**config.mk**
```make
export PLATFORM = sky130hd
export DESIGN_NAME = lane_error_counter_control
export DESIGN_NICKNAME = d
export VERILOG_FILES = /design/src/lane_error_counter_pkg.sv /design/src/lane_error_counter_control.sv
export SDC_FILE = /design/constraint.sdc
export NUM_CORES = 1
export LEC_CHECK = 0
export ABC_AREA = 1
export ABC_CLOCK_PERIOD_IN_PS = 4860
export BUFFER_PORTS_ARGS = -buffer_cell sky130_fd_sc_hd__clkbuf_2
export CELL_PAD_IN_SITES_DETAIL_PLACEMENT = 1
export CELL_PAD_IN_SITES_GLOBAL_PLACEMENT = 1
export CORE_AREA = 2 2 132 262
export DETAILED_ROUTE_END_ITERATION = 10
export DIE_AREA = 0 0 134 264
export PLACE_DENSITY_LB_ADDON = 0.1
export SYNTH_ARGS = -nofsm -noshare
export SYNTH_HDL_FRONTEND = slang
export SYNTH_SLANG_ARGS = --single-unit
```
**constraint.sdc**
```tcl
create_clock -name pclk -period 4.86 [get_ports pclk]
set_clock_uncertainty 0.15 [all_clocks]
set_input_delay 0.972 -clock pclk [delete_from_list [all_inputs] [get_ports pclk]]
set_output_delay 0.972 -clock pclk [all_outputs]
set_load 0.02 [all_outputs]
```
**src/lane_error_counter_pkg.sv**
```systemverilog
// Package for the lane error counter control block: register map,
// field layout, reset values and bus carrier types.
// Assumes a 32-bit APB master on pclk; one register per aligned word.
package lane_error_counter_pkg;

    // Register indices; the byte address is four times the index
    localparam logic [11:0] IDX_LANE6_SAT   = 12'h048E;
    localparam logic [11:0] IDX_LANE7_SAT   = 12'h048F;
    localparam logic [11:0] IDX_LANE0_STAT  = 12'h0490;
    localparam logic [11:0] IDX_IRQ_STATUS  = 12'h04A0;
    localparam logic [11:0] IDX_IRQ_MASK    = 12'h04A1;

    // Byte address shift from index
    localparam int ADDR_SHIFT = 2;

    // Counter field positions inside each three-bit lane field
    localparam int BIT_UNEXP_CTRL = 2;
    localparam int BIT_NOT_IN_TBL = 1;
    localparam int BIT_BAD_DISP   = 0;
    localparam int CNT_PER_LANE   = 3;

    // Lane status register layout
    localparam int STAT_ENA_BIT   = 3;

    // Lanes served by the configuration and status registers
    localparam int LANE_STAT      = 0;
    localparam int LANE_SAT_A     = 6;
    localparam int LANE_SAT_B     = 7;

    // Reset values
    localparam logic [2:0]  SAT_RESET  = 3'h7;
    localparam logic [8:0]  IRQ_RESET  = 9'h000;
    localparam logic [31:0] ZERO_WORD  = 32'h0000_0000;

    // Interrupt status layout: lane 0, lane 6, lane 7 fields
    localparam int IRQ_W      = 9;
    localparam int IRQ_L0_LSB = 0;
    localparam int IRQ_L6_LSB = 3;
    localparam int IRQ_L7_LSB = 6;

    // APB request from the master
    typedef struct packed {
        logic        psel;
        logic        penable;
        logic        pwrite;
        logic [31:0] paddr;
        logic [31:0] pwdata;
    } apb_req_s;

endpackage

```
**src/lane_error_counter_control.sv**
```systemverilog
// Per-lane error counters, with saturate or wrap control for lanes 6 and 7
// and a terminal-count status word for lane 0, reached over APB.
// Assumes error events and lane enables are synchronous to pclk.
`timescale 1ns/1ps

// One error counter with saturate or wrap behaviour
// inc and clr are one-cycle pulses; sat_en is a level read every cycle
// hit pulses in the cycle whose edge brings the count to terminal
module lane_err_counter #(
    parameter int CNT_W = 8
) (
    input  wire logic             pclk,
    input  wire logic             presetn,
    input  wire logic             inc,
    input  wire logic             clr,
    input  wire logic             sat_en,
    output logic [CNT_W-1:0]      count,
    output logic                  reached,
    output logic                  hit
);

    // Terminal count is all ones at any width
    localparam logic [CNT_W-1:0] TERM = {CNT_W{1'b1}};
    localparam logic [CNT_W-1:0] ONE  = {{(CNT_W-1){1'b0}}, 1'b1};

    // Count and flag state with their next values
    logic [CNT_W-1:0] count_reg;
    logic [CNT_W-1:0] count_next;
    logic             reached_reg;
    logic             reached_next;
    wire              at_term;
    wire              pre_term;
    wire              hold;
    wire              step;
    wire [CNT_W-1:0]  step_value;
    wire [CNT_W-1:0]  clear_value;

    // Terminal count and the value just below it
    // Both compare the stored count, so an event in flight is not seen yet
    assign at_term  = (count_reg == TERM);
    assign pre_term = (count_reg == TERM - ONE);

    // Hold at terminal count when saturating
    // The saturate bit is read every cycle, so a change takes effect at once
    assign hold    = at_term & sat_en;

    // An event moves the count only when neither clear nor hold applies
    assign step    = inc & ~clr & ~hold;

    // Plain increment; the carry out of the top bit is dropped on purpose
    // so that a wrapping counter goes from terminal count back to zero
    assign step_value = count_reg + ONE;

    // A clear that meets an event in the same cycle keeps that event
    assign clear_value = inc ? ONE : '0;

    // Next count: clear, hold, or increment with natural wrap
    assign count_next = clr  ? clear_value :
                        hold ? count_reg :
                        step ? step_value :
                        count_reg;

    // Pulse when this increment lands on terminal count
    // A held or cleared counter never pulses, so each arrival is seen once
    assign hit = step & pre_term;

    // Flag stays set once terminal count was reached
    // It survives a later wrap; only the user clear takes it down
    // A clear wins here because the count restarts from zero or one
    // No terminal event can meet a clear, as the count then restarts
    assign reached_next = clr ? 1'b0 : (reached_reg | hit);

    // Count register; reset loads zero
    always_ff @(posedge pclk or negedge presetn) begin
        if (!presetn) begin
            count_reg <= '0;
        end else begin
            count_reg <= count_next;
        end
    end

    // Reached flag register; reads zero after reset
    always_ff @(posedge pclk or negedge presetn) begin
        if (!presetn) begin
            reached_reg <= 1'b0;
        end else begin
            reached_reg <= reached_next;
        end
    end

    // Outputs straight from the flip-flops
    assign count   = count_reg;
    assign reached = reached_reg;

endmodule // lane_err_counter

// Top level: counters for all lanes plus the register file
// Only lanes 6 and 7 have saturate fields here and only lane 0 a status
// word; the other lanes count with saturation on
// The interrupt words are local to this block
module lane_error_counter_control #(
    parameter int NUM_LANES = 8,
    parameter int CNT_W     = 8
) (
    input  wire logic                                 pclk,
    input  wire logic                                 presetn,
    input  wire lane_error_counter_pkg::apb_req_s     apb_req,
    output logic [31:0]                               prdata,
    output logic                                      pready,
    output logic                                      pslverr,
    input  wire logic [NUM_LANES-1:0][2:0]            lane_err_event,
    input  wire logic [NUM_LANES-1:0][2:0]            lane_cnt_clear,
    input  wire logic [NUM_LANES-1:0]                 lane_enable,
    output logic [NUM_LANES-1:0][2:0][CNT_W-1:0]      err_count,
    output logic [NUM_LANES-1:0][2:0]                 terminal_reached,
    output logic                                      irq
);

    // Address shift and interrupt field width
    localparam int SH = lane_error_counter_pkg::ADDR_SHIFT;
    localparam int IW = lane_error_counter_pkg::IRQ_W;

    // Saturate field registers
    logic [2:0]    lane6_saturate_enable_reg;
    logic [2:0]    lane6_saturate_enable_next;
    logic [2:0]    lane7_saturate_enable_reg;
    logic [2:0]    lane7_saturate_enable_next;

    // Interrupt registers
    logic [IW-1:0] irq_status_reg;
    logic [IW-1:0] irq_status_next;
    logic [IW-1:0] irq_mask_reg;
    logic [IW-1:0] irq_mask_next;

    // Read data and lane 0 enable
    logic [31:0]   prdata_reg;
    logic [31:0]   prdata_next;
    logic          lane0_enabled_flag_reg;

    // Per-lane saturate settings and counter events
    logic [NUM_LANES-1:0][2:0] sat_en;
    logic [NUM_LANES-1:0][2:0] hit;

    // Bus phase decode
    // Every transfer ends in its first access cycle, so the access phase
    // itself is the completion strobe and no wait state is counted
    wire setup_ph  = apb_req.psel & ~apb_req.penable;
    wire access_ph = apb_req.psel &  apb_req.penable;

    // Direction of a completing transfer
    wire wr_done   = access_ph & apb_req.pwrite;
    wire rd_done   = access_ph & ~apb_req.pwrite;

    // Address decode on aligned words
    // A set byte-offset bit or any bit above the index misses every register
    wire [11:0] idx      = apb_req.paddr[SH +: 12];
    wire        byte_off = (apb_req.paddr[SH-1:0] != '0);
    wire        high_set = (apb_req.paddr[31:SH+12] != '0);
    wire        aligned  = ~byte_off & ~high_set;

    // One select per register word
    wire sel_sat6  = aligned & (idx == lane_error_counter_pkg::IDX_LANE6_SAT);
    wire sel_sat7  = aligned & (idx == lane_error_counter_pkg::IDX_LANE7_SAT);
    wire sel_stat0 = aligned & (idx == lane_error_counter_pkg::IDX_LANE0_STAT);
    wire sel_irqst = aligned & (idx == lane_error_counter_pkg::IDX_IRQ_STATUS);
    wire sel_irqmk = aligned & (idx == lane_error_counter_pkg::IDX_IRQ_MASK);

    // Any register hit; a miss answers with the bus error
    wire mapped    = sel_sat6 | sel_sat7 | sel_stat0 | sel_irqst | sel_irqmk;

    // Per-register write and read strobes
    // A missed address raises none of them, so such a write is lost
    wire wr_sat6   = wr_done & sel_sat6;
    wire wr_sat7   = wr_done & sel_sat7;
    wire wr_irqmk  = wr_done & sel_irqmk;
    wire rd_irqst  = rd_done & sel_irqst;

    // Saturate field per lane; lanes outside this block keep the reset setting
    // Each lane reads only its own field, so lanes never share a setting
    always_comb begin
        for (int l = 0; l < NUM_LANES; l++) begin
            sat_en[l] = lane_error_counter_pkg::SAT_RESET;
        end
        sat_en[lane_error_counter_pkg::LANE_SAT_A] = lane6_saturate_enable_reg;
        sat_en[lane_error_counter_pkg::LANE_SAT_B] = lane7_saturate_enable_reg;
    end

    // Three counters per lane, indexed by the field bit position
    // Field bits 2, 1 and 0 drive the unexpected control character,
    // not-in-table and disparity counters
    // The clear port is the user reset of a counter
    for (genvar l = 0; l < NUM_LANES; l++) begin : g_lane
        for (genvar c = 0; c < lane_error_counter_pkg::CNT_PER_LANE; c++) begin : g_cnt
            lane_err_counter #(
                .CNT_W   (CNT_W)
            ) u_cnt (
                .pclk    (pclk),
                .presetn (presetn),
                .inc     (lane_err_event[l][c]),
                .clr     (lane_cnt_clear[l][c]),
                .sat_en  (sat_en[l][c]),
                .count   (err_count[l][c]),
                .reached (terminal_reached[l][c]),
                .hit     (hit[l][c])
            );
        end
    end

    // Saturate field writes; upper bits are dropped
    // The block does not police when software writes these fields; a change
    // in normal operation takes effect on the next event of that counter
    // Software keeps them still while the deframer runs
    assign lane6_saturate_enable_next = wr_sat6 ?
                                        apb_req.pwdata[2:0] :
                                        lane6_saturate_enable_reg;
    assign lane7_saturate_enable_next = wr_sat7 ?
                                        apb_req.pwdata[2:0] :
                                        lane7_saturate_enable_reg;

    // Lane 0 reached flags, shared by the status word
    wire [2:0]    lane0_terminal_reached = terminal_reached[lane_error_counter_pkg::LANE_STAT];

    // Terminal-count events of lanes 0, 6 and 7
    // Lane 0 fills bits 2:0, lane 6 bits 5:3 and lane 7 bits 8:6
    wire [2:0]    irq_ev_lane0 = hit[lane_error_counter_pkg::LANE_STAT];
    wire [2:0]    irq_ev_lane6 = hit[lane_error_counter_pkg::LANE_SAT_A];
    wire [2:0]    irq_ev_lane7 = hit[lane_error_counter_pkg::LANE_SAT_B];
    wire [IW-1:0] irq_events   = {irq_ev_lane7, irq_ev_lane6, irq_ev_lane0};

    // Read clears the bits that were returned; a new event wins
    // Clearing only the returned bits means an event that lands between
    // the setup and access cycles is kept for the next read
    wire [IW-1:0] irq_rd_clr = rd_irqst ? prdata_reg[IW-1:0] : '0;
    assign irq_status_next = (irq_status_reg & ~irq_rd_clr) | irq_events;

    // Mask register of the same layout as the status register
    assign irq_mask_next   = wr_irqmk ? apb_req.pwdata[IW-1:0] :
                             irq_mask_reg;

    // Lane 0 status word: enabled flag over the reached flags
    // The flags are read-only; a write to this word changes nothing
    wire [31:0] stat0_word = {28'h000_0000,
                              lane0_enabled_flag_reg,
                              lane0_terminal_reached};

    // Saturate words; bits above the field read zero
    wire [31:0] sat6_word  = {29'h0000_0000, lane6_saturate_enable_reg};
    wire [31:0] sat7_word  = {29'h0000_0000, lane7_saturate_enable_reg};

    // Interrupt words; bits above the nine field bits read zero
    wire [31:0] irqst_word = {23'h00_0000, irq_status_reg};
    wire [31:0] irqmk_word = {23'h00_0000, irq_mask_reg};

    // Selected word; an unmapped address reads zero
    wire [31:0] read_word  = sel_sat6  ? sat6_word :
                             sel_sat7  ? sat7_word :
                             sel_stat0 ? stat0_word :
                             sel_irqst ? irqst_word :
                             sel_irqmk ? irqmk_word :
                             lane_error_counter_pkg::ZERO_WORD;

    // Read data is captured in the setup cycle and held through the access,
    // so the value that the read-clear removes is the value returned
    assign prdata_next = setup_ph ? read_word : prdata_reg;

    // Saturate field of lane 6; all ones after reset
    always_ff @(posedge pclk or negedge presetn) begin
        if (!presetn) begin
            lane6_saturate_enable_reg <= lane_error_counter_pkg::SAT_RESET;
        end else begin
            lane6_saturate_enable_reg <= lane6_saturate_enable_next;
        end
    end

    // Saturate field of lane 7; all ones after reset
    always_ff @(posedge pclk or negedge presetn) begin
        if (!presetn) begin
            lane7_saturate_enable_reg <= lane_error_counter_pkg::SAT_RESET;
        end else begin
            lane7_saturate_enable_reg <= lane7_saturate_enable_next;
        end
    end

    // Interrupt status: sticky bits set by terminal-count events
    // and cleared by a read of the status word
    always_ff @(posedge pclk or negedge presetn) begin
        if (!presetn) begin
            irq_status_reg <= lane_error_counter_pkg::IRQ_RESET;
        end else begin
            irq_status_reg <= irq_status_next;
        end
    end

    // Interrupt mask; all bits masked after reset
    always_ff @(posedge pclk or negedge presetn) begin
        if (!presetn) begin
            irq_mask_reg <= lane_error_counter_pkg::IRQ_RESET;
        end else begin
            irq_mask_reg <= irq_mask_next;
        end
    end

    // Read data register; holds the word captured in the setup cycle
    // until the next setup cycle loads another
    always_ff @(posedge pclk or negedge presetn) begin
        if (!presetn) begin
            prdata_reg <= lane_error_counter_pkg::ZERO_WORD;
        end else begin
            prdata_reg <= prdata_next;
        end
    end

    // Lane 0 enable as reported in the status word
    // One flip-flop stage; the status shows the enable one cycle late
    always_ff @(posedge pclk or negedge presetn) begin
        if (!presetn) begin
            lane0_enabled_flag_reg <= 1'b0;
        end else begin
            lane0_enabled_flag_reg <= lane_enable[lane_error_counter_pkg::LANE_STAT];
        end
    end

    // Bus answer: one access cycle, error on unmapped address
    // Both answers are combinational from the request, so they stand
    // exactly for the access cycle and drop with penable
    assign prdata  = prdata_reg;
    assign pready  = access_ph;
    assign pslverr = access_ph & ~mapped;

    // Level interrupt from unmasked sticky bits
    // Both operands are registers, so the output does not glitch with the bus
    assign irq = |(irq_status_reg & irq_mask_reg);

endmodule // lane_error_counter_control

```
==> results.cfg, run 1 <==
[status]
run_status = finished, final reports clean

[clock_network]
max-clock-path-buffers = 3
holdBufCountCts = 0
tritoncts.num_buffers = 25
cts.repair.resized = 0
postCtsSetupRepairBufs = 0
clock_tree_from_tritoncts = yes
cts_root_buf = sky130_fd_sc_hd__clkbuf_16
clock_latency_ns = 0.54
worst_setup_hold_path_clk_slew_ns = 0.07
cts.htree.levels = 1
clkSinkCount = 250

[timing]
fin_crit_ns = 3.48
final-setup-viol-count = 0
finalCritPeriodShare_pct = 71.6
worst_slew_margin_rel_pct = 40.4
slew_viol_final = 0
slew_at_the_pin_closest_to_its_max_slew_limit_ns = 0.894
rsz0062_at_grt = no
max_freq_mhz = 288
timing.final.hold_violations = 0
totalNegativeSetupSlack_ns = 0

[placement]
port_buffers = 322
dpl_hpwl_mm = 33.9
gp_congestion = 0.872

[floorplan]
core_rows = 95
effective_utilization_at_floorplan_pct = 41.5
die-height_um = 264
design.die.area_sq_um = 35400
design.portCount = 376
core_area_sq_um = 33400
die_w_um = 134

[synth]
ys_dominant_reg_cell = sky130_fd_sc_hd__dfrtp_1
post_synth_num_cell_types = 52
synth_cells = 1720
yosys_warnings = 0
synth.cell_area_sq_um = 13900
post-synth-top-count-cell = sky130_fd_sc_hd__nand2_1
ys_async_sr_fraction_pct = 100
syn_area_per_cell_sq_um = 8.06
postSynthRegisterBits = 250
netlist.top_cell.by_area = sky130_fd_sc_hd__dfrtp_1
ys_seq_area_share_pct = 45.2
ys_top_cells_by_area = sky130_fd_sc_hd__dfrtp_1 44%, sky130_fd_sc_hd__nand2_1 8.8%, sky130_fd_sc_hd__inv_1 7.4%
synth_commonest_cells = 326 x sky130_fd_sc_hd__nand2_1, 274 x sky130_fd_sc_hd__inv_1, 244 x sky130_fd_sc_hd__dfrtp_1
number_of_enable_type_register_cells_in_the_synthesized_netlist = 0
synth_top_cell_area_share_pct = 44.1

[critical_path]
critical_path.reg2reg.endpoint = irq_status_reg[3]
critPathLaunchType = input pin
timing.critical_path.slowest_cell_delay_ns = 0.29
ff2ff_setup_slack_ns = 2.87
crit_type = input pin to primary output
cpMaxStageDelayCell = sky130_fd_sc_hd__nor2_4
cell_count_of_the_worst_reg_to_reg_path = 10
timing.rr.start = g_lane[6].g_cnt[0].u_cnt.count[1]
critical_path.cell_chain = clkbuf_2 > nor2_1 > nand2_1 > nor2_4 > nand2_2 > nor2_4 > nand2_2 > o21ai_0 > nor4_1 > clkbuf_2
timing.critical_path.arrival_ns = 2.36
critical_path_required_ns = 3.74
timing.critical_path.fanout_max = 13
cp-end-kind = primary output

[power]
total_switching_power_mw = 1.31
power.sequential.fraction_pct = 47.0
ratio_of_total_power_to_cell_area_nw_per_um2 = 285
fraction_of_power_consumed_by_the_clock_network_pct = 41.8
netSwitchingFraction_pct = 27.7
power_report.internal_total_mw = 3.41
irDropWorstVdd_mv = 0.246
static-leakage-power_nw = 8.17
comb_power_share_pct = 11.2

[finish]
largest_register_ff_count = 192
finish.utilization_pct = 49.5
syn_to_final_growth_pct = 19.4
multi_input_area_sq_um = 6190
fin_nets = 2213
filler_cell_count = 4262
layout-drive-gt1-share_pct = 21.6
regArea_sq_um = 6260

[global_routing]
largest_net_degree_at_the_start_of_global_routing = 106
global_route.usage.met2_pct = 48.2
gr-max-usage-layer = met2
groute.layer.met1.usage_pct = 22.9
grt_pass1_vias = 14000
first_pass_grt_wire_length_mm = 69.2
grtUsageMet3_pct = 3.80
grt_usage_pct = 24.0
grt-ovfl-total = 0
antenna_found_initial = 1

[detailed_routing]
drt_pre_antenna_iters = 4
detail_route.wl_per_cell_um = 17.0
finalWirelength_mm = 42.4
drt_drc_violations_left = 0
number_of_drc_markers_after_the_initial_detailed_route_iteration = 398
route.vias.total = 12900
number_of_antenna_violating_nets_in_the_routed_design = 0
via_per_inst = 5.17

[hold_path]
hp-class = input pin to asynchronous set/reset pin

[flow_run]
maxCapViolCount = 0
## power groups by stage
stage | Sequential, mW | Clock (mW) | Combinational [mW]
after CTS | 2.22 | 2.03 | 0.537
after detailed placement | 2.26 | 0 | 0.534
after global placement | 2.25 | 0 | 0.517
after floorplan | 2.31 | 0 | 0.238
after global routing | 2.23 | 2.10 | 0.595
final | 2.22 | 1.97 | 0.526
## worst max-delay path: cells and delay by family
family,cells,cell delay [ns]
and+or+nand+nor,7,1.03
buffers and inverters,2,0.24
AOI/OAI and AO/OA,1,0.11
## kinds of logic after synthesis
group	Yosys count	share of synthesized area, %
other cells	1	0.0271
xor+xnor	48	3.03
fa+ha+maj	48	4.33
flops	250	45.2
compound gates	259	11.1
simple gates	773	25.6
buf+inv	341	10.7
## routing by layer
layer	part of all wire, %	vias to the layer above
li1	-	6159
met1	33	6325
met2	57	296
met3	4.7	101
met4	4.9	0
met5	0	-
## how the worst max path moves through the flow
stage                            from       to  slack (ns)  depth (start not counted)
after floorplan           apb_req[61]  pslverr        1.59                          7
after global placement    apb_req[51]  pslverr        1.41                         10
after detailed placement  apb_req[57]  pslverr        1.38                         10
after CTS                 apb_req[57]  pslverr        1.39                         10
after global routing      apb_req[57]  pslverr        1.24                         10
final                     apb_req[57]  pslverr        1.38                         10
## stage by stage
stage	power, mW	cells	instance area [sq um]	setup WS (ns)	hold WS [ns]
after floorplan	2.54	1742	13900	1.59	0.292
after global placement	2.77	2449	15700	1.41	0.310
after detailed placement	2.79	2449	15700	1.38	0.331
after CTS	4.78	2491	16500	1.39	0.345
after global routing	4.92	2492	16500	1.24	0.362
final	4.72	2492	16500	1.38	0.297
## cell usage in the layout (no fill, tap or decap), drive strengths merged, types with 6 or more instances in the layout
cell type  count
a31oi          7
nor3b         10
xnor2         17
dfrtp        244
ha            48
nor2         174
o21a          13
nand3        100
o21ai        110
dfstp          6
o22ai         28
nand4         45
o211ai        20
nor3          79
o31ai          7
nand2        345
nor4           9
clkbuf       356
or2            7
inv          285
clkinv         6
conb          23
a21oi         59
xor2          31
## area by class of cell
| type | instances | area share, % |
|---|---|---|
| Antenna cell | 1 | 0.0151 |
| Sequential cell | 250 | 37.9 |
| Tap cell | 436 | 3.30 |
| Clock buffer | 35 | 4.25 |
| Timing Repair Buffer | 325 | 10.1 |
| Inverter | 287 | 6.52 |
| Clock inverter | 7 | 0.552 |
| Multi-Input combinational cell | 1151 | 37.4 |
Note: power is estimated with default switching activity, not from simulation.
==> run 2, diff against run 1 <==
ABC_AREA = 0   (was 1)
ABC_CLOCK_PERIOD_IN_PS = 2800   (was 4860)
CORE_AREA = 2 2 142 282   (was 2 2 132 262)
DIE_AREA = 0 0 144 284   (was 0 0 134 264)
clock period = 2.8 ns   (was 4.86 ns; I/O delays follow)
==> results.cfg, run 2 <==
[status]
run_status = finished, final reports clean

[finish]
n_antenna_cell = 0
post-route-cell-area_sq_um = 16700
multi_input_area_sq_um = 6850
layout-drive-gt1-share_pct = 25.1
commonest_non_fill_non_tap_cell_in_the_layout = sky130_fd_sc_hd__clkbuf_2
commonest_cells_after_routing_fill_and_taps_aside = 321 x sky130_fd_sc_hd__clkbuf_2, 244 x sky130_fd_sc_hd__dfrtp_1, 136 x sky130_fd_sc_hd__nand2_1
filler_cell_count = 4589
fin_nets = 1951
regArea_sq_um = 6260
largest_register_ff_count = 192
syn_to_final_growth_pct = 21.3

[global_routing]
grt-ovfl-total = 0
largest_net_degree_at_the_start_of_global_routing = 64
grt_pass1_vias = 13300
first_pass_grt_wire_length_mm = 69.7
grt_usage_pct = 20.9
antenna_found_initial = 2

[power]
p_total_mw = 8.27
static-leakage-power_nw = 7.56
ratio_of_total_power_to_cell_area_nw_per_um2 = 494
irDropWorstVdd_mv = 0.390

[synth]
netlist.top_cell.by_area = sky130_fd_sc_hd__dfrtp_1
post-synth-top-count-cell = sky130_fd_sc_hd__dfrtp_1
syn_area_per_cell_sq_um = 9.40
yosys_warnings = 0
number_of_enable_type_register_cells_in_the_synthesized_netlist = 0
synth_commonest_cells = 244 x sky130_fd_sc_hd__dfrtp_1, 136 x sky130_fd_sc_hd__nand2_1, 118 x sky130_fd_sc_hd__nor2_1
ys_async_sr_fraction_pct = 100
ys_top_cells_by_area = sky130_fd_sc_hd__dfrtp_1 44%, sky130_fd_sc_hd__ha_1 4.4%, sky130_fd_sc_hd__a21oi_1 4.0%
synth.cell_area_sq_um = 13800
postSynthRegisterBits = 250
post_synth_num_cell_types = 72
synth_top_cell_area_share_pct = 44.2
synth_cells = 1468
ys_dominant_reg_cell = sky130_fd_sc_hd__dfrtp_1
ys_seq_area_share_pct = 45.4

[critical_path]
timing.rr.start = g_lane[3].g_cnt[0].u_cnt.count[2]
ff2ff_setup_slack_ns = 0.69
critical_path.reg2reg.endpoint = g_lane[3].g_cnt[0].u_cnt.count[3]
critPathLaunchType = input pin
crit_type = input pin to primary output
timing.critical_path.arrival_ns = 1.84
critical_path_required_ns = 2.09
cell_count_of_the_worst_reg_to_reg_path = 5
cp-end-kind = primary output
timing.critical_path.fanout_max = 3

[clock_network]
clkSinkCount = 250
cts_root_buf = sky130_fd_sc_hd__clkbuf_16
postCtsSetupRepairBufs = 0
cts.htree.levels = 1
holdBufCountCts = 2
tritoncts.num_buffers = 26
cts.repair.resized = 0
worst_setup_hold_path_clk_slew_ns = 0.07
clock_latency_ns = 0.54
clock_tree_from_tritoncts = yes
max-clock-path-buffers = 3

[hold_path]
hp-class = input pin to register
hold_path_startpoint = apb_req[6]
timing.hold.worst_path_depth = 2
worst_hold_path.endpoint = irq_mask_reg[6]

[timing]
final-setup-viol-count = 0
rsz0062_at_grt = no
totalNegativeSetupSlack_ns = 0
max_freq_mhz = 393
slew_viol_final = 0
fin_crit_ns = 2.55
worst_slew_margin_rel_pct = 45.4
slew_at_the_pin_closest_to_its_max_slew_limit_ns = 0.812
worst_hold_slack_ns = 0.107
fin_ws_ns = 0.255
finalCritPeriodShare_pct = 90.9
timing.final.hold_violations = 0

[floorplan]
design.portCount = 376
core_area_sq_um = 38700
effective_utilization_at_floorplan_pct = 35.7
core_rows = 102
die-height_um = 284
design.die.area_sq_um = 40900
die_w_um = 144

[placement]
port_buffers = 322
gp_congestion = 0.806
placed_area_sq_um = 15900
dpl_hpwl_mm = 33.0
preCtsSetupSlack_ns = 0.194

[flow_run]
maxCapViolCount = 0

[detailed_routing]
finalWirelength_mm = 43.3
via_per_inst = 5.43
drt_pre_antenna_iters = 5
drt_drc_violations_left = 0
number_of_antenna_violating_nets_in_the_routed_design = 0
detail_route.wl_per_cell_um = 18.7
route.vias.total = 12600
number_of_drc_markers_after_the_initial_detailed_route_iteration = 318
-- run 2: changes by cell type in the layout (fill, tap and decap cells not counted), sizes merged, moves of 30 or more --
| cell | change |
|---|---|
| a21oi | +50 |
| nand2 | -209 |
| nor3 | -55 |
| o31ai | +45 |
| nor2 | -56 |
| nand3 | -30 |
| o21ai | -45 |
| inv | -222 |
| or4 | +33 |
| or3 | +39 |
-- run 2: routing by layer --
metal / up-vias / GRT usage (%) / wire, um
met5: - / 0 / 11
met4: 2 / 6.67 / 1270
met3: 62 / 3.83 / 2340
met2: 298 / 40.3 / 23700
met1: 6286 / 22.3 / 15900
li1: 5933 / - / -
-- run 2: critical path: stages --
cell and delay [ns]:
sky130_fd_sc_hd__clkbuf_2 0.15, sky130_fd_sc_hd__nor4_1 0.20, sky130_fd_sc_hd__buf_4 0.20, sky130_fd_sc_hd__nand4_2 0.19, sky130_fd_sc_hd__o31a_1 0.37, sky130_fd_sc_hd__clkbuf_2 0.16
-- run 2: area by class of cell --
type | count | share of cell area (%)
Multi-Input combinational cell | 1082 | 40.9
Timing Repair Buffer | 355 | 11.4
Clock inverter | 6 | 0.179
Sequential cell | 250 | 37.4
Inverter | 63 | 1.41
Tap cell | 520 | 3.89
Clock buffer | 42 | 4.79
-- run 2: kinds of logic (layout without fill, tap and decap cells) --
logic type,count (synthesis),in the layout,share of synthesized area (%)
compound gates,354,354,16.7
xor+xnor,61,61,3.87
fa+ha+maj,48,48,4.35
buf+inv,158,466,5.60
flops,250,250,45.4
mux,35,35,2.74
other cells,1,23,0.0272
simple gates,561,561,21.4
-- run 2: how the worst max path moves through the flow --
stage	startpoint	to	slack (ns)	depth (start not counted)
3_5_place_dp	apb_req[56]	lane7_saturate_enable_reg[0]	0.19	7
3_3_place_gp	apb_req[56]	irq_mask_reg[8]	0.16	8
4_1_cts	irq_status_reg[5]	irq	0.24	4
6_report	apb_req[61]	pslverr	0.25	6
2_1_floorplan	apb_req[60]	pslverr	0.28	4
5_1_grt	apb_req[56]	pslverr	0.14	6
-- run 2: where the power goes --
group / internal, mW / switching (mW) / leakage (nW)
Combinational: 0.311 / 0.594 / 3.81
Sequential: 3.70 / 0.191 / 3.34
Clock: 1.95 / 1.52 / 0.416
-- run 2: per-stage QoR --
stage                     instances  util, %
after global routing           2318     43.3
after detailed placement       2268     41.1
final                          2318     43.3
after CTS                      2318     43.3
after global placement         2268     41.1
after floorplan                1490        -
